==> src/common/ddct_map.vh <==
`ifndef DDCT_MAP_VH
`define DDCT_MAP_VH

// register addresses, 9-bit register port
`define DDCT_ADDR_SYNC_CONTROL 9'h100
`define DDCT_ADDR_FILTER_CONTROL 9'h102
`define DDCT_ADDR_HALFBAND_CONTROL 9'h103
`define DDCT_ADDR_TUNER_CONTROL 9'h11d
`define DDCT_ADDR_TUNING_WORD_BYTE_A 9'h11e
`define DDCT_ADDR_TUNING_WORD_BYTE_B 9'h11f
`define DDCT_ADDR_TUNING_WORD_BYTE_C 9'h120
`define DDCT_ADDR_TUNING_WORD_BYTE_D 9'h121
`define DDCT_ADDR_PHASE_OFFSET_BYTE_A 9'h122
`define DDCT_ADDR_PHASE_OFFSET_BYTE_B 9'h123
`define DDCT_ADDR_CHAIN_STATUS 9'h124

// field positions
`define DDCT_BIT_SYNC_FIRST_ONLY 3
`define DDCT_BIT_SYNC_ENABLE 4
`define DDCT_BIT_FIR_ENABLE 0
`define DDCT_BIT_XLAT_ENABLE 1
`define DDCT_BIT_HB_HIGHPASS 1
`define DDCT_BIT_TUNER_ENABLE 0
`define DDCT_BIT_AMP_DITHER 1
`define DDCT_BIT_PHASE_DITHER 2

// reset values
`define DDCT_RESET_BYTE 8'h00
`define DDCT_LFSR_SEED 16'h0001

`endif

==> src/design/ddct_trig_lut.v <==
`timescale 1ns/1ps
// cosine and sine from a 6-bit phase; quarter-wave table mirrored by quadrant
module ddct_trig_lut (
   input wire clk_in,
   input wire rst_n_in,
   input wire [5:0] phase_in,
   input wire dither_bit_in,
   output reg signed [11:0] cos_out,
   output reg signed [11:0] sin_out
);

   // half-step sample points keep the table free of a zero and a full-scale entry
   function [10:0] ddct_quarter;
      input [3:0] idx;
      begin
         case (idx)
            4'h0: ddct_quarter = 11'd100;
            4'h1: ddct_quarter = 11'd300;
            4'h2: ddct_quarter = 11'd497;
            4'h3: ddct_quarter = 11'd690;
            4'h4: ddct_quarter = 11'd875;
            4'h5: ddct_quarter = 11'd1052;
            4'h6: ddct_quarter = 11'd1219;
            4'h7: ddct_quarter = 11'd1375;
            4'h8: ddct_quarter = 11'd1517;
            4'h9: ddct_quarter = 11'd1644;
            4'ha: ddct_quarter = 11'd1756;
            4'hb: ddct_quarter = 11'd1850;
            4'hc: ddct_quarter = 11'd1927;
            4'hd: ddct_quarter = 11'd1986;
            4'he: ddct_quarter = 11'd2025;
            default: ddct_quarter = 11'd2045;
         endcase
      end
   endfunction

   // full-circle sine from quadrant and index, used for both outputs
   function signed [11:0] ddct_sine;
      input [5:0] ph;
      reg [10:0] mag;
      begin
         mag = ph[4] ? ddct_quarter(~ph[3:0]) : ddct_quarter(ph[3:0]);
         ddct_sine = ph[5] ? -$signed({1'b0, mag}) : $signed({1'b0, mag});
      end
   endfunction

   wire [5:0] cos_phase;
   assign cos_phase = phase_in + 6'h10;

   // amplitude dither toggles the lsb; table peak 2045 leaves room for it
   always @(posedge clk_in or negedge rst_n_in) begin
      if (!rst_n_in) begin
         cos_out <= 12'sh000;
         sin_out <= 12'sh000;
      end else begin
         cos_out <= ddct_sine(cos_phase) ^ {11'h000, dither_bit_in}; // [RULE18]
         sin_out <= ddct_sine(phase_in) ^ {11'h000, dither_bit_in}; // [RULE18]
      end
   end

endmodule

==> src/design/ddct_top.v <==
`timescale 1ns/1ps
// What this block does
// (RULE1) tuner, fir, translator each bypassable; half-band always
// (RULE2) five modes: hb real, hb+fir real, tuner+hb complex
// (RULE3) tuner, half-band, fir give complex output
// (RULE4) tuner, half-band, fir, translator give real output
// (RULE5) half-band outputs one sample per two
// (RULE6) half-band low-pass or high-pass response
// (RULE7) fir sharpens roll-off, removes negative images
// (RULE8) translator shifts dc up to eighth rate
// (RULE9) one oscillator shared by both channels
// (RULE10) tuner mixes real samples to complex, 32-bit
// (RULE11) tuner control bit 0 enables tuner
// (RULE12) tuning word from four byte registers
// (RULE13) tuning word is signed fraction of clock
// (RULE14) sync on every pulse or first after write
// (RULE15) valid sync restarts accumulator at phase offset
// (RULE16) 16-bit unsigned phase offset added to accumulator
// (RULE17) phase offset linear, full circle over 2^16
// (RULE18) tuner control bit 1 enables amplitude dither
// (RULE19) phase dither also available for the oscillator
// (RULE20) halfband control bit 1 selects high-pass
// (RULE21) filter control bit 0 enables fir
// (RULE22) accumulator adds word each clock, wraps 2^32
// (RULE23) bypassed tuner passes real samples, quadrature zero
`include "ddct_map.vh"

module ddct_top (
   input wire clk_in,
   input wire arst_n_in,
   input wire reg_wr_in,
   input wire reg_rd_in,
   input wire [8:0] reg_addr_in,
   input wire [7:0] reg_wdata_in,
   output reg [7:0] reg_rdata_out,
   input wire sync_in,
   input wire signed [13:0] adc_a_in,
   input wire signed [13:0] adc_b_in,
   output reg out_valid_out,
   output reg out_complex_out,
   output reg signed [13:0] out_a_i_out,
   output reg signed [13:0] out_a_q_out,
   output reg signed [13:0] out_b_i_out,
   output reg signed [13:0] out_b_q_out
);

   // reset release through two flops; everything else uses rst_n
   reg rst_meta;
   reg rst_n;
   always @(posedge clk_in or negedge arst_n_in) begin
      if (!arst_n_in) begin
         rst_meta <= 1'b0;
         rst_n <= 1'b0;
      end else begin
         rst_meta <= 1'b1;
         rst_n <= rst_meta;
      end
   end

   // control registers
   reg [7:0] sync_control;
   reg [7:0] filter_control;
   reg [7:0] halfband_control;
   reg [7:0] tuner_control;
   reg [7:0] tuning_word_byte_a;
   reg [7:0] tuning_word_byte_b;
   reg [7:0] tuning_word_byte_c;
   reg [7:0] tuning_word_byte_d;
   reg [7:0] phase_offset_byte_a;
   reg [7:0] phase_offset_byte_b;
   reg sync_armed;
   reg sync_seen;

   wire [31:0] tuning_word_value;
   wire [15:0] phase_offset_value;
   wire tuner_en;
   wire fir_en;
   wire xlat_en;
   wire hb_highpass;
   // byte a is the least significant byte of each word
   assign tuning_word_value = {tuning_word_byte_d, tuning_word_byte_c,
                               tuning_word_byte_b, tuning_word_byte_a}; // [RULE12]
   assign phase_offset_value = {phase_offset_byte_b, phase_offset_byte_a}; // [RULE16]
   assign tuner_en = tuner_control[`DDCT_BIT_TUNER_ENABLE]; // [RULE11]
   assign fir_en = filter_control[`DDCT_BIT_FIR_ENABLE]; // [RULE21]
   assign xlat_en = filter_control[`DDCT_BIT_XLAT_ENABLE]; // [RULE1]
   assign hb_highpass = halfband_control[`DDCT_BIT_HB_HIGHPASS]; // [RULE20]

   // register writes
   always @(posedge clk_in or negedge rst_n) begin
      if (!rst_n) begin
         sync_control <= `DDCT_RESET_BYTE;
         filter_control <= `DDCT_RESET_BYTE;
         halfband_control <= `DDCT_RESET_BYTE;
         tuner_control <= `DDCT_RESET_BYTE;
         tuning_word_byte_a <= `DDCT_RESET_BYTE;
         tuning_word_byte_b <= `DDCT_RESET_BYTE;
         tuning_word_byte_c <= `DDCT_RESET_BYTE;
         tuning_word_byte_d <= `DDCT_RESET_BYTE;
         phase_offset_byte_a <= `DDCT_RESET_BYTE;
         phase_offset_byte_b <= `DDCT_RESET_BYTE;
      end else if (reg_wr_in) begin
         case (reg_addr_in)
            `DDCT_ADDR_SYNC_CONTROL: sync_control <= reg_wdata_in;
            `DDCT_ADDR_FILTER_CONTROL: filter_control <= reg_wdata_in;
            `DDCT_ADDR_HALFBAND_CONTROL: halfband_control <= reg_wdata_in;
            `DDCT_ADDR_TUNER_CONTROL: tuner_control <= reg_wdata_in;
            `DDCT_ADDR_TUNING_WORD_BYTE_A: tuning_word_byte_a <= reg_wdata_in;
            `DDCT_ADDR_TUNING_WORD_BYTE_B: tuning_word_byte_b <= reg_wdata_in;
            `DDCT_ADDR_TUNING_WORD_BYTE_C: tuning_word_byte_c <= reg_wdata_in;
            `DDCT_ADDR_TUNING_WORD_BYTE_D: tuning_word_byte_d <= reg_wdata_in;
            `DDCT_ADDR_PHASE_OFFSET_BYTE_A: phase_offset_byte_a <= reg_wdata_in;
            `DDCT_ADDR_PHASE_OFFSET_BYTE_B: phase_offset_byte_b <= reg_wdata_in;
            default: sync_control <= sync_control;
         endcase
      end
   end

   // registered read data; unmapped addresses and write-only gaps read zero
   always @(posedge clk_in or negedge rst_n) begin
      if (!rst_n) begin
         reg_rdata_out <= 8'h00;
      end else if (reg_rd_in) begin
         case (reg_addr_in)
            `DDCT_ADDR_SYNC_CONTROL: reg_rdata_out <= sync_control;
            `DDCT_ADDR_FILTER_CONTROL: reg_rdata_out <= filter_control;
            `DDCT_ADDR_HALFBAND_CONTROL: reg_rdata_out <= halfband_control;
            `DDCT_ADDR_TUNER_CONTROL: reg_rdata_out <= tuner_control;
            `DDCT_ADDR_TUNING_WORD_BYTE_A: reg_rdata_out <= tuning_word_byte_a;
            `DDCT_ADDR_TUNING_WORD_BYTE_B: reg_rdata_out <= tuning_word_byte_b;
            `DDCT_ADDR_TUNING_WORD_BYTE_C: reg_rdata_out <= tuning_word_byte_c;
            `DDCT_ADDR_TUNING_WORD_BYTE_D: reg_rdata_out <= tuning_word_byte_d;
            `DDCT_ADDR_PHASE_OFFSET_BYTE_A: reg_rdata_out <= phase_offset_byte_a;
            `DDCT_ADDR_PHASE_OFFSET_BYTE_B: reg_rdata_out <= phase_offset_byte_b;
            `DDCT_ADDR_CHAIN_STATUS: reg_rdata_out <= {6'h00, sync_seen, sync_armed};
            default: reg_rdata_out <= 8'h00;
         endcase
      end
   end

   // sync qualification: rising edge of the sync pin, gated by the mode bits
   reg sync_last;
   wire sync_edge;
   wire sync_valid;
   wire ctrl_write;
   assign sync_edge = sync_in & ~sync_last;
   assign sync_valid = sync_edge & sync_control[`DDCT_BIT_SYNC_ENABLE] &
                       (~sync_control[`DDCT_BIT_SYNC_FIRST_ONLY] | sync_armed); // [RULE14]
   assign ctrl_write = reg_wr_in & (reg_addr_in == `DDCT_ADDR_SYNC_CONTROL);

   // a write re-arms first-only mode; the write wins over a same-cycle pulse for sync_armed, the pulse wins for sync_seen
   always @(posedge clk_in or negedge rst_n) begin
      if (!rst_n) begin
         sync_last <= 1'b0;
         sync_armed <= 1'b0;
         sync_seen <= 1'b0;
      end else begin
         sync_last <= sync_in;
         if (ctrl_write) begin
            sync_armed <= 1'b1; // [RULE14]
         end else if (sync_valid) begin
            sync_armed <= 1'b0; // [RULE14]
         end
         if (sync_valid) begin
            sync_seen <= 1'b1;
         end else if (ctrl_write) begin
            sync_seen <= 1'b0;
         end
      end
   end

   // phase accumulator; modular 32-bit add makes the word two's complement
   reg [31:0] phase_acc;
   reg [15:0] lfsr;
   always @(posedge clk_in or negedge rst_n) begin
      if (!rst_n) begin
         phase_acc <= 32'h00000000;
         lfsr <= `DDCT_LFSR_SEED;
      end else begin
         lfsr <= {lfsr[14:0], lfsr[15] ^ lfsr[14] ^ lfsr[12] ^ lfsr[3]};
         if (sync_valid) begin
            phase_acc <= 32'h00000000; // [RULE15] offset is added at the lookup
         end else begin
            phase_acc <= phase_acc + tuning_word_value; // [RULE22] [RULE13]
         end
      end
   end

   // offset in 1/65536 turns added to the top half; phase dither below the table index
   wire [15:0] phase_dither;
   wire [15:0] lookup_phase;
   assign phase_dither = tuner_control[`DDCT_BIT_PHASE_DITHER] ? {6'h00, lfsr[9:0]} : 16'h0000; // [RULE19]
   assign lookup_phase = phase_acc[31:16] + phase_offset_value + phase_dither; // [RULE16] [RULE17] [RULE22]

   wire signed [11:0] nco_cos;
   wire signed [11:0] nco_sin;
   // one lookup feeds both channels so they mix with identical phase
   ddct_trig_lut u_trig ( // [RULE9]
      .clk_in(clk_in),
      .rst_n_in(rst_n),
      .phase_in(lookup_phase[15:10]),
      .dither_bit_in(tuner_control[`DDCT_BIT_AMP_DITHER] & lfsr[15]), // [RULE18]
      .cos_out(nco_cos),
      .sin_out(nco_sin)
   );

   // samples delayed one cycle to line up with the registered lookup
   reg signed [13:0] adc_a_d;
   reg signed [13:0] adc_b_d;
   always @(posedge clk_in or negedge rst_n) begin
      if (!rst_n) begin
         adc_a_d <= 14'sh0000;
         adc_b_d <= 14'sh0000;
      end else begin
         adc_a_d <= adc_a_in;
         adc_b_d <= adc_b_in;
      end
   end

   wire signed [25:0] prod_a_i;
   wire signed [25:0] prod_a_q;
   wire signed [25:0] prod_b_i;
   wire signed [25:0] prod_b_q;
   assign prod_a_i = adc_a_d * nco_cos; // [RULE10]
   assign prod_a_q = adc_a_d * nco_sin; // [RULE10]
   assign prod_b_i = adc_b_d * nco_cos; // [RULE10]
   assign prod_b_q = adc_b_d * nco_sin; // [RULE10]

   // mixer: lanes 0,1 are channel a i/q, lanes 2,3 channel b i/q, 16 bits each
   reg [63:0] mix_lanes;
   always @(posedge clk_in or negedge rst_n) begin
      if (!rst_n) begin
         mix_lanes <= 64'h0000000000000000;
      end else if (tuner_en) begin
         mix_lanes <= {-{{2{prod_b_q[25]}}, prod_b_q[24:11]}, {{2{prod_b_i[25]}}, prod_b_i[24:11]},
                       -{{2{prod_a_q[25]}}, prod_a_q[24:11]}, {{2{prod_a_i[25]}}, prod_a_i[24:11]}};
      end else begin
         mix_lanes <= {16'h0000, {{2{adc_b_d[13]}}, adc_b_d},
                       16'h0000, {{2{adc_a_d[13]}}, adc_a_d}}; // [RULE23]
      end
   end

   // decimation phase: a result every second input sample
   reg dec_phase;
   reg hb_valid;
   reg fir_valid;
   always @(posedge clk_in or negedge rst_n) begin
      if (!rst_n) begin
         dec_phase <= 1'b0;
         hb_valid <= 1'b0;
         fir_valid <= 1'b0;
      end else begin
         dec_phase <= ~dec_phase; // [RULE5]
         hb_valid <= dec_phase; // [RULE5]
         fir_valid <= hb_valid;
      end
   end

   wire [63:0] fir_lanes;
   genvar ln;
   generate
      for (ln = 0; ln < 4; ln = ln + 1) begin : g_lane
         // high-pass by flipping alternate input samples, mirroring the response
         wire signed [15:0] hb_in;
         assign hb_in = (hb_highpass & dec_phase) ? -$signed(mix_lanes[ln*16 +: 16])
                        : $signed(mix_lanes[ln*16 +: 16]); // [RULE6] [RULE1]
         reg signed [15:0] tap0, tap1, tap2, tap3, tap4, tap5, tap6;
         wire signed [21:0] hb_sum;
         // short half-band (-1,0,9,16,9,0,-1)/32; taps two away from centre are zero
         assign hb_sum = 22'sd9 * (tap2 + tap4) + 22'sd16 * tap3 - tap0 - tap6;
         reg signed [15:0] hb_out;
         reg signed [15:0] fir_d1, fir_d2;
         wire signed [17:0] fir_sum;
         // fixed (1,2,1)/4 smoother on the decimated stream, non-decimating
         assign fir_sum = hb_out + 18'sd2 * fir_d1 + fir_d2;
         reg signed [15:0] fir_out;
         always @(posedge clk_in or negedge rst_n) begin
            if (!rst_n) begin
               tap0 <= 16'sh0000; tap1 <= 16'sh0000; tap2 <= 16'sh0000; tap3 <= 16'sh0000;
               tap4 <= 16'sh0000; tap5 <= 16'sh0000; tap6 <= 16'sh0000;
               hb_out <= 16'sh0000;
               fir_d1 <= 16'sh0000;
               fir_d2 <= 16'sh0000;
               fir_out <= 16'sh0000;
            end else begin
               {tap0, tap1, tap2, tap3, tap4, tap5, tap6} <= {tap1, tap2, tap3, tap4, tap5, tap6, hb_in};
               if (dec_phase) begin
                  hb_out <= hb_sum[20:5]; // [RULE5]
               end
               if (hb_valid) begin
                  fir_d1 <= hb_out;
                  fir_d2 <= fir_d1;
                  fir_out <= fir_en ? fir_sum[17:2] : hb_out; // [RULE7] [RULE21]
               end
            end
         end
         assign fir_lanes[ln*16 +: 16] = fir_out;
      end
   endgenerate

   // quarter-output-rate rotation by j^n gives the real part of the shifted signal
   function signed [13:0] ddct_xlat;
      input signed [13:0] i_val;
      input signed [13:0] q_val;
      input [1:0] step;
      begin
         case (step)
            2'd0: ddct_xlat = i_val;
            2'd1: ddct_xlat = -q_val;
            2'd2: ddct_xlat = -i_val;
            default: ddct_xlat = q_val;
         endcase
      end
   endfunction

   // output stage; real modes carry zero on the q outputs
   reg [1:0] xlat_step;
   always @(posedge clk_in or negedge rst_n) begin
      if (!rst_n) begin
         xlat_step <= 2'd0;
         out_valid_out <= 1'b0;
         out_complex_out <= 1'b0;
         out_a_i_out <= 14'sh0000;
         out_a_q_out <= 14'sh0000;
         out_b_i_out <= 14'sh0000;
         out_b_q_out <= 14'sh0000;
      end else begin
         out_valid_out <= fir_valid;
         if (fir_valid) begin
            xlat_step <= xlat_step + 2'd1;
            out_complex_out <= tuner_en & ~xlat_en; // [RULE2] [RULE3]
            if (xlat_en) begin
               out_a_i_out <= ddct_xlat(fir_lanes[13:0], fir_lanes[29:16], xlat_step); // [RULE8] [RULE4]
               out_b_i_out <= ddct_xlat(fir_lanes[45:32], fir_lanes[61:48], xlat_step); // [RULE8] [RULE4]
               out_a_q_out <= 14'sh0000;
               out_b_q_out <= 14'sh0000;
            end else begin
               out_a_i_out <= fir_lanes[13:0];
               out_b_i_out <= fir_lanes[45:32];
               out_a_q_out <= tuner_en ? fir_lanes[29:16] : 14'sh0000; // [RULE2] [RULE3]
               out_b_q_out <= tuner_en ? fir_lanes[61:48] : 14'sh0000; // [RULE2] [RULE3]
            end
         end
      end
   end

endmodule

==> config.mk <==
export PLATFORM = sky130hd
export DESIGN_NAME = ddct_top
export DESIGN_NICKNAME = d
export VERILOG_FILES = /design/src/design/ddct_trig_lut.v /design/src/design/ddct_top.v
export VERILOG_INCLUDE_DIRS = /design/src /design/src/common
export SDC_FILE = /design/constraint.sdc
export NUM_CORES = 2
export LEC_CHECK = 0
export BUFFER_PORTS_ARGS = -buffer_cell sky130_fd_sc_hd__buf_2
export CAP_MARGIN = 20
export CORE_AREA = 5 5 425 427
export DETAILED_ROUTE_END_ITERATION = 10
export DIE_AREA = 0 0 430 432
export PLACE_DENSITY_LB_ADDON = 0.25
export RECOVER_POWER = 25
export SLEW_MARGIN = 0
export SYNTH_ARGS = -nofsm -noshare
export SYNTH_HDL_FRONTEND = slang
export SYNTH_SLANG_ARGS = --single-unit
==> constraint.sdc <==
create_clock -name clk_in -period 29.2 [get_ports clk_in]
set_input_delay 1.46 -clock clk_in [delete_from_list [all_inputs] [get_ports clk_in]]
set_output_delay 1.46 -clock clk_in [all_outputs]
set_load 0.05 [all_outputs]
After elaboration in Yosys (flattened, before gate mapping)
Memories as Yosys holds them, arrays and structs flattened.
Cells that the tools add are included.

storage, ports and cells
  input port bits = 50
  memories = 4
  logic and storage cells = 202
  bits in latches = 0
  bits in writable memories = 0
  bits in read-only memories = 704
  register bits after elaboration = 1,016

memory list
  memory           depth  bits a word  rd ports  clocked after Yosys merged registers in  wr ports  line                source
  (no name shown)  16     11           1         0                                        0         ddct_trig_lut.v:16  case (idx)
  (no name shown)  16     11           1         0                                        0         ddct_trig_lut.v:16
  (no name shown)  16     11           1         0                                        0         ddct_trig_lut.v:16
  (no name shown)  16     11           1         0                                        0         ddct_trig_lut.v:16

cells by class
  multiply operators = 8
  reductions and logical operators = 12
  divide/modulo/power cells = 0
  $add $sub $neg = 41
  mux-type cells = 28
  shifts and indexed selects = 0
  bitwise gates (word level) = 19
  equal/unequal tests = 13
  order comparisons = 0

operators with widths
  operator                                            count
  subtractor 21 x 16 -> 21 bit                        8
  adder 16 bit                                        9
  two-way mux 14 bit                                  10
  multiplier 14 x 12 -> 26 bit                        4
  equality test 9 bit (second input constant)         11
  negation 16 bit                                     6
  one-hot mux 8 bit (11 select lines)                 1
  adder 21 x 20 -> 21 bit                             4
  multiplier 5 x 17 -> 21 bit (first input constant)  4
  one-hot mux 14 bit (3 select lines)                 2
  adder 16 x 16 -> 17 bit                             4
  two-way mux 16 bit                                  4
  two-way mux 64 bit                                  1
  negation 14 bit                                     4
  adder 32 bit                                        1
  two-way mux 32 bit                                  1
  two-way mux 12 bit                                  2
  negation 11 -> 12 bit                               2
  XOR 12 x 1 -> 12 bit                                2
  two-way mux 11 bit                                  2
  AND reduction 2 bit                                 10
  adder 16 x 10 -> 16 bit                             1
  two-way mux 10 bit                                  1
  inverter 4 bit                                      2
  other kinds (11)                                    25

Depth between registers and ports, before layout
An unclocked memory read counts as a cell.

  depth in word-level cells = 9
  gate-level depth with buffers = 28
  mapped depth without buffers = 27

By module
Synthesis repeated with hierarchy kept, for this count alone.

unflattened totals
  cells, all modules = 7,503
  area total of the unflattened synthesis = 78,497.8 sq um

modules (own cells, without submodules)
  module         seq. area each (sq um)  cells an instance  instances  area each (sq um)
  ddct_top       24,775.0                7,263              1          76,473.3
  ddct_trig_lut  600.6                   240                1          2,024.4

Worst setup path after synthesis
No wires, ideal clock.

  kind = register -> register
  from = register u_trig.sin_out[0]
  to = register mix_lanes[60]
  slack = 22.722 ns
  stages on the path, launching flop included = 25
  required time = 29.121 ns
  arrival = 6.399 ns
  cells stage by stage = dfrtp_1 -> clkbuf_1 -> clkbuf_1 -> nand2_1 -> fa_1 -> inv_1 -> ha_1 -> inv_1 -> fa_1 -> inv_1 -> fa_1 -> inv_1 -> fa_1 -> inv_1 -> ha_1 -> and2_1 -> a311o_1 -> a21o_1 -> a21o_1 -> a211oi_1 -> mux2i_1 -> mux2i_1 -> nand2_1 -> a221oi_1 -> mux2i_1

between the ends
  cells in the longest elaborated chain, start to end = 3

ends and longest elaborated chain
  what                          line                source
  from (decl)                   ddct_trig_lut.v:9   output reg signed [11:0] sin_out
  from (signal assigned)        ddct_trig_lut.v:57  sin_out <= ddct_sine(phase_in) ^ {11'h000, dither_bit_in};
  multiplier 14 x 12 -> 26 bit  ddct_top.v:227      assign prod_b_q = adc_b_d * nco_sin;
  negation 16 bit               ddct_top.v:235      mix_lanes <= {-{{2{prod_b_q[25]}}, prod_b_q[24:11]}, {{2{prod_b_i[25]}}, prod_b_i[24:11]},
  two-way mux 64 bit            ddct_top.v:234      end else if (tuner_en) begin
  to (signal assigned)          ddct_top.v:235
  to (signal assigned)          ddct_top.v:238      mix_lanes <= {16'h0000, {{2{adc_b_d[13]}}, adc_b_d},
  to (decl)                     ddct_top.v:230      reg [63:0] mix_lanes;

No other way between the ends.
A chain may end at the register's enable or synchronous reset.

Worst setup path in the final report
  from = register adc_a_d[7]
  to = register mix_lanes[29]

between the ends
  cells in the longest elaborated chain, start to end = 3

ends and longest elaborated chain
  what                          line            source
  from (decl)                   ddct_top.v:208  reg signed [13:0] adc_a_d;
  from (signal assigned)        ddct_top.v:215  adc_a_d <= adc_a_in;
  multiplier 14 x 12 -> 26 bit  ddct_top.v:225  assign prod_a_q = adc_a_d * nco_sin;
  negation 16 bit               ddct_top.v:236  -{{2{prod_a_q[25]}}, prod_a_q[24:11]}, {{2{prod_a_i[25]}}, prod_a_i[24:11]}};
  two-way mux 64 bit            ddct_top.v:234

No other way between the ends.

==> flow_results.xml <==
<?xml version="1.0" encoding="UTF-8"?>
<metrics>
  <group name="timing">
    <metric name="final-max-slew-violation-count" unit="">150</metric>
    <metric name="max_frequency" unit="MHz">135.5</metric>
    <metric name="worstMarginPinSlew" unit="ns">2.261</metric>
    <metric name="timing.final.hold_violations" unit="">0</metric>
    <metric name="grt_setup_unrepaired" unit="">false</metric>
    <metric name="setup_violations" unit="">0</metric>
    <metric name="period_share" unit="%">25.28</metric>
    <metric name="tns" unit="ns">0</metric>
    <metric name="timing.clock.skew" unit="ns">0.05026</metric>
    <metric name="layout_min_cycle_time" unit="ns">7.380</metric>
    <metric name="slew_headroom" unit="%">-50.71</metric>
  </group>
  <group name="drt">
    <metric name="remaining_drc_errors" unit="">0</metric>
    <metric name="dr.pass1.iters" unit="">7</metric>
    <metric name="remaining_antenna_violation_count" unit="">0</metric>
    <metric name="vias" unit="">51749</metric>
    <metric name="detail_route.wl_per_cell" unit="um">17.51</metric>
    <metric name="drt_iter0_markers" unit="">3389</metric>
    <metric name="totalWireLength" unit="um">174900</metric>
    <metric name="routed_via_density" unit="">5.181</metric>
  </group>
  <group name="run">
    <metric name="timing.max_cap.violations" unit="">3</metric>
  </group>
  <group name="clock_network">
    <metric name="clk_transition_reported_paths" unit="ns">0.06</metric>
    <metric name="tritoncts" unit="">done</metric>
    <metric name="clkSinkCount" unit="">1014</metric>
    <metric name="cts_h_tree_depth" unit="">3</metric>
    <metric name="ctsRootBufferMaster" unit="">clkbuf_16</metric>
    <metric name="postCtsHoldBufs" unit="">0</metric>
    <metric name="post_cts_buffers" unit="">0</metric>
    <metric name="cts_repair_resize_count" unit="">0</metric>
    <metric name="tritoncts.num_buffers" unit="">113</metric>
    <metric name="insertion_delay" unit="ns">0.73</metric>
    <metric name="clk_path_buf_depth" unit="">3</metric>
  </group>
  <group name="placed_design">
    <metric name="placement.cell_area" unit="sq um">81920</metric>
    <metric name="hpwlAfterDp" unit="um">134300</metric>
    <metric name="dp_cells" unit="">9774</metric>
    <metric name="place_congestion" unit="">0.8548</metric>
    <metric name="count_of_input_and_output_buffers" unit="">115</metric>
  </group>
  <group name="min_path">
    <metric name="timing.hold.worst.class" unit="">reg -&gt; reg</metric>
    <metric name="holdPathEnd" unit="">g_lane[1].tap4[5]</metric>
    <metric name="timing.hold.worst_path_depth" unit="">0</metric>
    <metric name="start_point_of_the_worst_hold_path" unit="">g_lane[1].tap5[5]</metric>
  </group>
  <group name="worst_setup_path">
    <metric name="worst_r2r_startpoint" unit="">adc_a_d[7]</metric>
    <metric name="path_common_cell" unit="">fa_1</metric>
    <metric name="setup.reg_to_reg.worst_slack" unit="ns">21.82</metric>
    <metric name="r2r_end" unit="">mix_lanes[29]</metric>
    <metric name="ff2ff_path_depth" unit="">21</metric>
    <metric name="critical_path_class" unit="">reg -&gt; reg</metric>
    <metric name="worstPathCellList" unit="">nand2_1 &gt; fa_1 &gt; fa_1 &gt; fa_1 &gt; inv_1 &gt; fa_1 &gt; inv_1 &gt; fa_1 &gt; inv_1 &gt; ha_1 &gt; a21oi_1 &gt; nor2b_1 &gt; a21o_1 &gt; o21ai_1 &gt; nor4b_1 &gt; o2bb2ai_1 &gt; a22oi_1 &gt; nor4_1 &gt; nand3_1 &gt; xor2_1 &gt; nor2_1</metric>
    <metric name="crit_path_start_kind" unit="">flip-flop</metric>
    <metric name="critical_path_arrival" unit="ns">7.93</metric>
    <metric name="required" unit="ns">29.75</metric>
    <metric name="slowest_delay" unit="ns">1.04</metric>
    <metric name="cell_at_the_slowest_stage_of_the_critical_path" unit="">dfrtp_1</metric>
    <metric name="timing.critical_path.fanout_max" unit="">25</metric>
    <metric name="critical_path.endpoint_type" unit="">flip-flop</metric>
  </group>
  <group name="logic_synthesis">
    <metric name="synth-seq-cells" unit="">1014</metric>
    <metric name="share_of_the_synthesized_area_in_the_top_cell_type" unit="%">32.10</metric>
    <metric name="yosysWarningCount" unit="">0</metric>
    <metric name="ys_dominant_reg_cell" unit="">dfrtp_1</metric>
    <metric name="post_synth_most_frequent_cells" unit="">inv_1, dfrtp_1, fa_1, ha_1, nand2_1</metric>
    <metric name="synthCells" unit="">7539</metric>
    <metric name="yosys.cell_count.top_type" unit="">inv_1</metric>
    <metric name="synth_top_cells_by_area" unit="">dfrtp_1, fa_1, ha_1</metric>
    <metric name="synth_enable_flop_cells" unit="">0</metric>
    <metric name="synth_sequential_area_ratio" unit="%">32.13</metric>
    <metric name="netlist_area" unit="sq um">78970</metric>
    <metric name="synthesis.area_per_instance" unit="sq um">10.48</metric>
    <metric name="async_reset_ff_share" unit="%">100.0</metric>
    <metric name="synth_largest_area_cell" unit="">dfrtp_1</metric>
    <metric name="syn_nets" unit="">9108</metric>
    <metric name="netlist-cell-type-count" unit="">86</metric>
  </group>
  <group name="floorplanning">
    <metric name="initial_utilization" unit="%">44.94</metric>
    <metric name="die_area" unit="sq um">185800</metric>
    <metric name="top_level_i_o_count" unit="">116</metric>
    <metric name="placement_rows" unit="">154</metric>
    <metric name="coreArea" unit="sq um">175700</metric>
    <metric name="die_height" unit="um">432</metric>
    <metric name="fp.dieW" unit="um">430</metric>
  </group>
  <group name="grt">
    <metric name="grt-ovfl-total" unit="">0</metric>
    <metric name="wire_length_of_the_first_global_routing_pass" unit="um">291100</metric>
    <metric name="grt_start_max_net_pins" unit="">177</metric>
    <metric name="antenna_found_initial" unit="">5</metric>
    <metric name="grtUsageTotal" unit="%">19.12</metric>
    <metric name="number_of_global_route_vias_before_repair" unit="">54341</metric>
  </group>
  <group name="finish">
    <metric name="final_layout_size_suffix_gt1_share" unit="%">9.068</metric>
    <metric name="ff_latch_area" unit="sq um">25380</metric>
    <metric name="final_area" unit="sq um">85880</metric>
    <metric name="area_occupied_by_multi_input_gates" unit="sq um">47840</metric>
    <metric name="final_cells" unit="">9988</metric>
    <metric name="layout-area-overhead-vs-synth" unit="%">8.744</metric>
    <metric name="final_nets" unit="">9121</metric>
    <metric name="filler_cell_count" unit="">15975</metric>
  </group>
  <group name="status">
    <metric name="violated_checks" unit="">capacitance limit, slew limit</metric>
    <metric name="run_status" unit="">finished, violations left</metric>
  </group>
</metrics>
worst max path at each step:
stage                       from       endpoint  slack (ns)  cells past startpoint
2_1_floorplan              rst_n     adc_a_d[0]       12.75                      0
3_3_place_gp   u_trig.sin_out[3]  mix_lanes[58]       21.97                     21
3_5_place_dp   u_trig.sin_out[0]  mix_lanes[60]       21.90                     22
4_1_cts        u_trig.sin_out[0]  mix_lanes[60]       21.90                     22
5_1_grt              adc_a_d[10]  mix_lanes[29]       21.33                     20
6_report              adc_a_d[7]  mix_lanes[29]       21.82                     21
cell type report:
cell class	count	share of cell area (%)
Sequential cell	1014	29.55
Tap cell	2340	3.409
Multi-Input combinational cell	4990	55.71
Antenna cell	6	0.01748
Inverter	1255	5.488
Timing Repair Buffer	178	1.249
Clock inverter	49	0.8217
Clock buffer	156	3.749
per-stage QoR:
stage | setup WS, ns | util, % | hold WS, ns
6_report | 21.82 | 48.87 | 0.3164
5_1_grt | 21.33 | 48.86 | 0.3351
4_1_cts | 21.90 | 48.85 | 0.3025
3_5_place_dp | 21.90 | 46.62 | 0.3017
3_3_place_gp | 21.97 | 46.62 | 0.3043
2_1_floorplan | 12.75 | - | 0.3311
flip-flops by register name, summed over array words and instances, names as in the netlist, 16 cells and up:
register	flops
g_lane.fir_d1	64
g_lane.fir_d2	64
g_lane.hb_out	64
g_lane.tap0	64
g_lane.tap1	64
g_lane.tap2	64
g_lane.tap3	64
g_lane.tap4	64
g_lane.tap5	64
g_lane.tap6	64
mix_lanes	62
g_lane.fir_out	56
phase_acc	32
lfsr	16
worst max-delay path, delay by kind of cell (launching register included):
family / cells / cell delay, ns
AO/OA/AOI/OAI: 5 / 1.17
buffers and inverters: 3 / 0.14
AND/OR/NAND/NOR: 6 / 1.83
XOR/XNOR: 1 / 0.18
adder cells (fa/ha/maj): 6 / 2.85
flip-flops: 1 / 1.04
logic make-up after synthesis:
kind of cell	share of synthesized area, %
muxes	5.065
xor gates and xnor gates	4.347
other	0.004748
DFF	32.13
adders and majority gates	32.45
and+or+nand+nor	9.951
buffers and inverters	7.313
AOI/OAI and AO/OA	8.736
routing by layer:
| metal | routed length (um) | vias to the layer above | GRT usage [%] |
|---|---|---|---|
| li1 | - | 24408 | - |
| met1 | 82490 | 26000 | 27.48 |
| met2 | 80280 | 1094 | 30.97 |
| met3 | 8044 | 247 | 2.490 |
| met4 | 4088 | 0 | 4.692 |
| met5 | 0 | - | 0 |
cell usage in the layout (no fill, tap or decap), types with 26 or more instances in the layout:
cell,Yosys,final
a211oi_1,28,28
a21o_1,67,67
a21oi_1,315,314
a221oi_1,26,26
a22o_1,39,39
a31oi_1,44,44
and2_1,215,215
and3_1,35,35
buf_2,3,98
buf_4,0,57
clkbuf_1,242,39
clkbuf_16,0,113
dfrtp_1,1013,1009
fa_1,882,882
ha_1,637,636
inv_1,1252,1251
mux2_2,295,295
mux2i_1,52,52
nand2_1,632,632
nand2b_1,66,66
nand3_1,71,71
nor2_1,370,370
nor2b_1,47,47
nor3_1,115,113
o211ai_1,45,45
o21a_1,37,37
o21ai_0,180,180
o21bai_1,31,31
o31ai_1,31,31
or3_1,36,36
xnor2_1,271,271
xor2_1,121,121
Power is not shown: default switching activity piles up to over one toggle a cycle in this logic, so the estimate is an artifact.
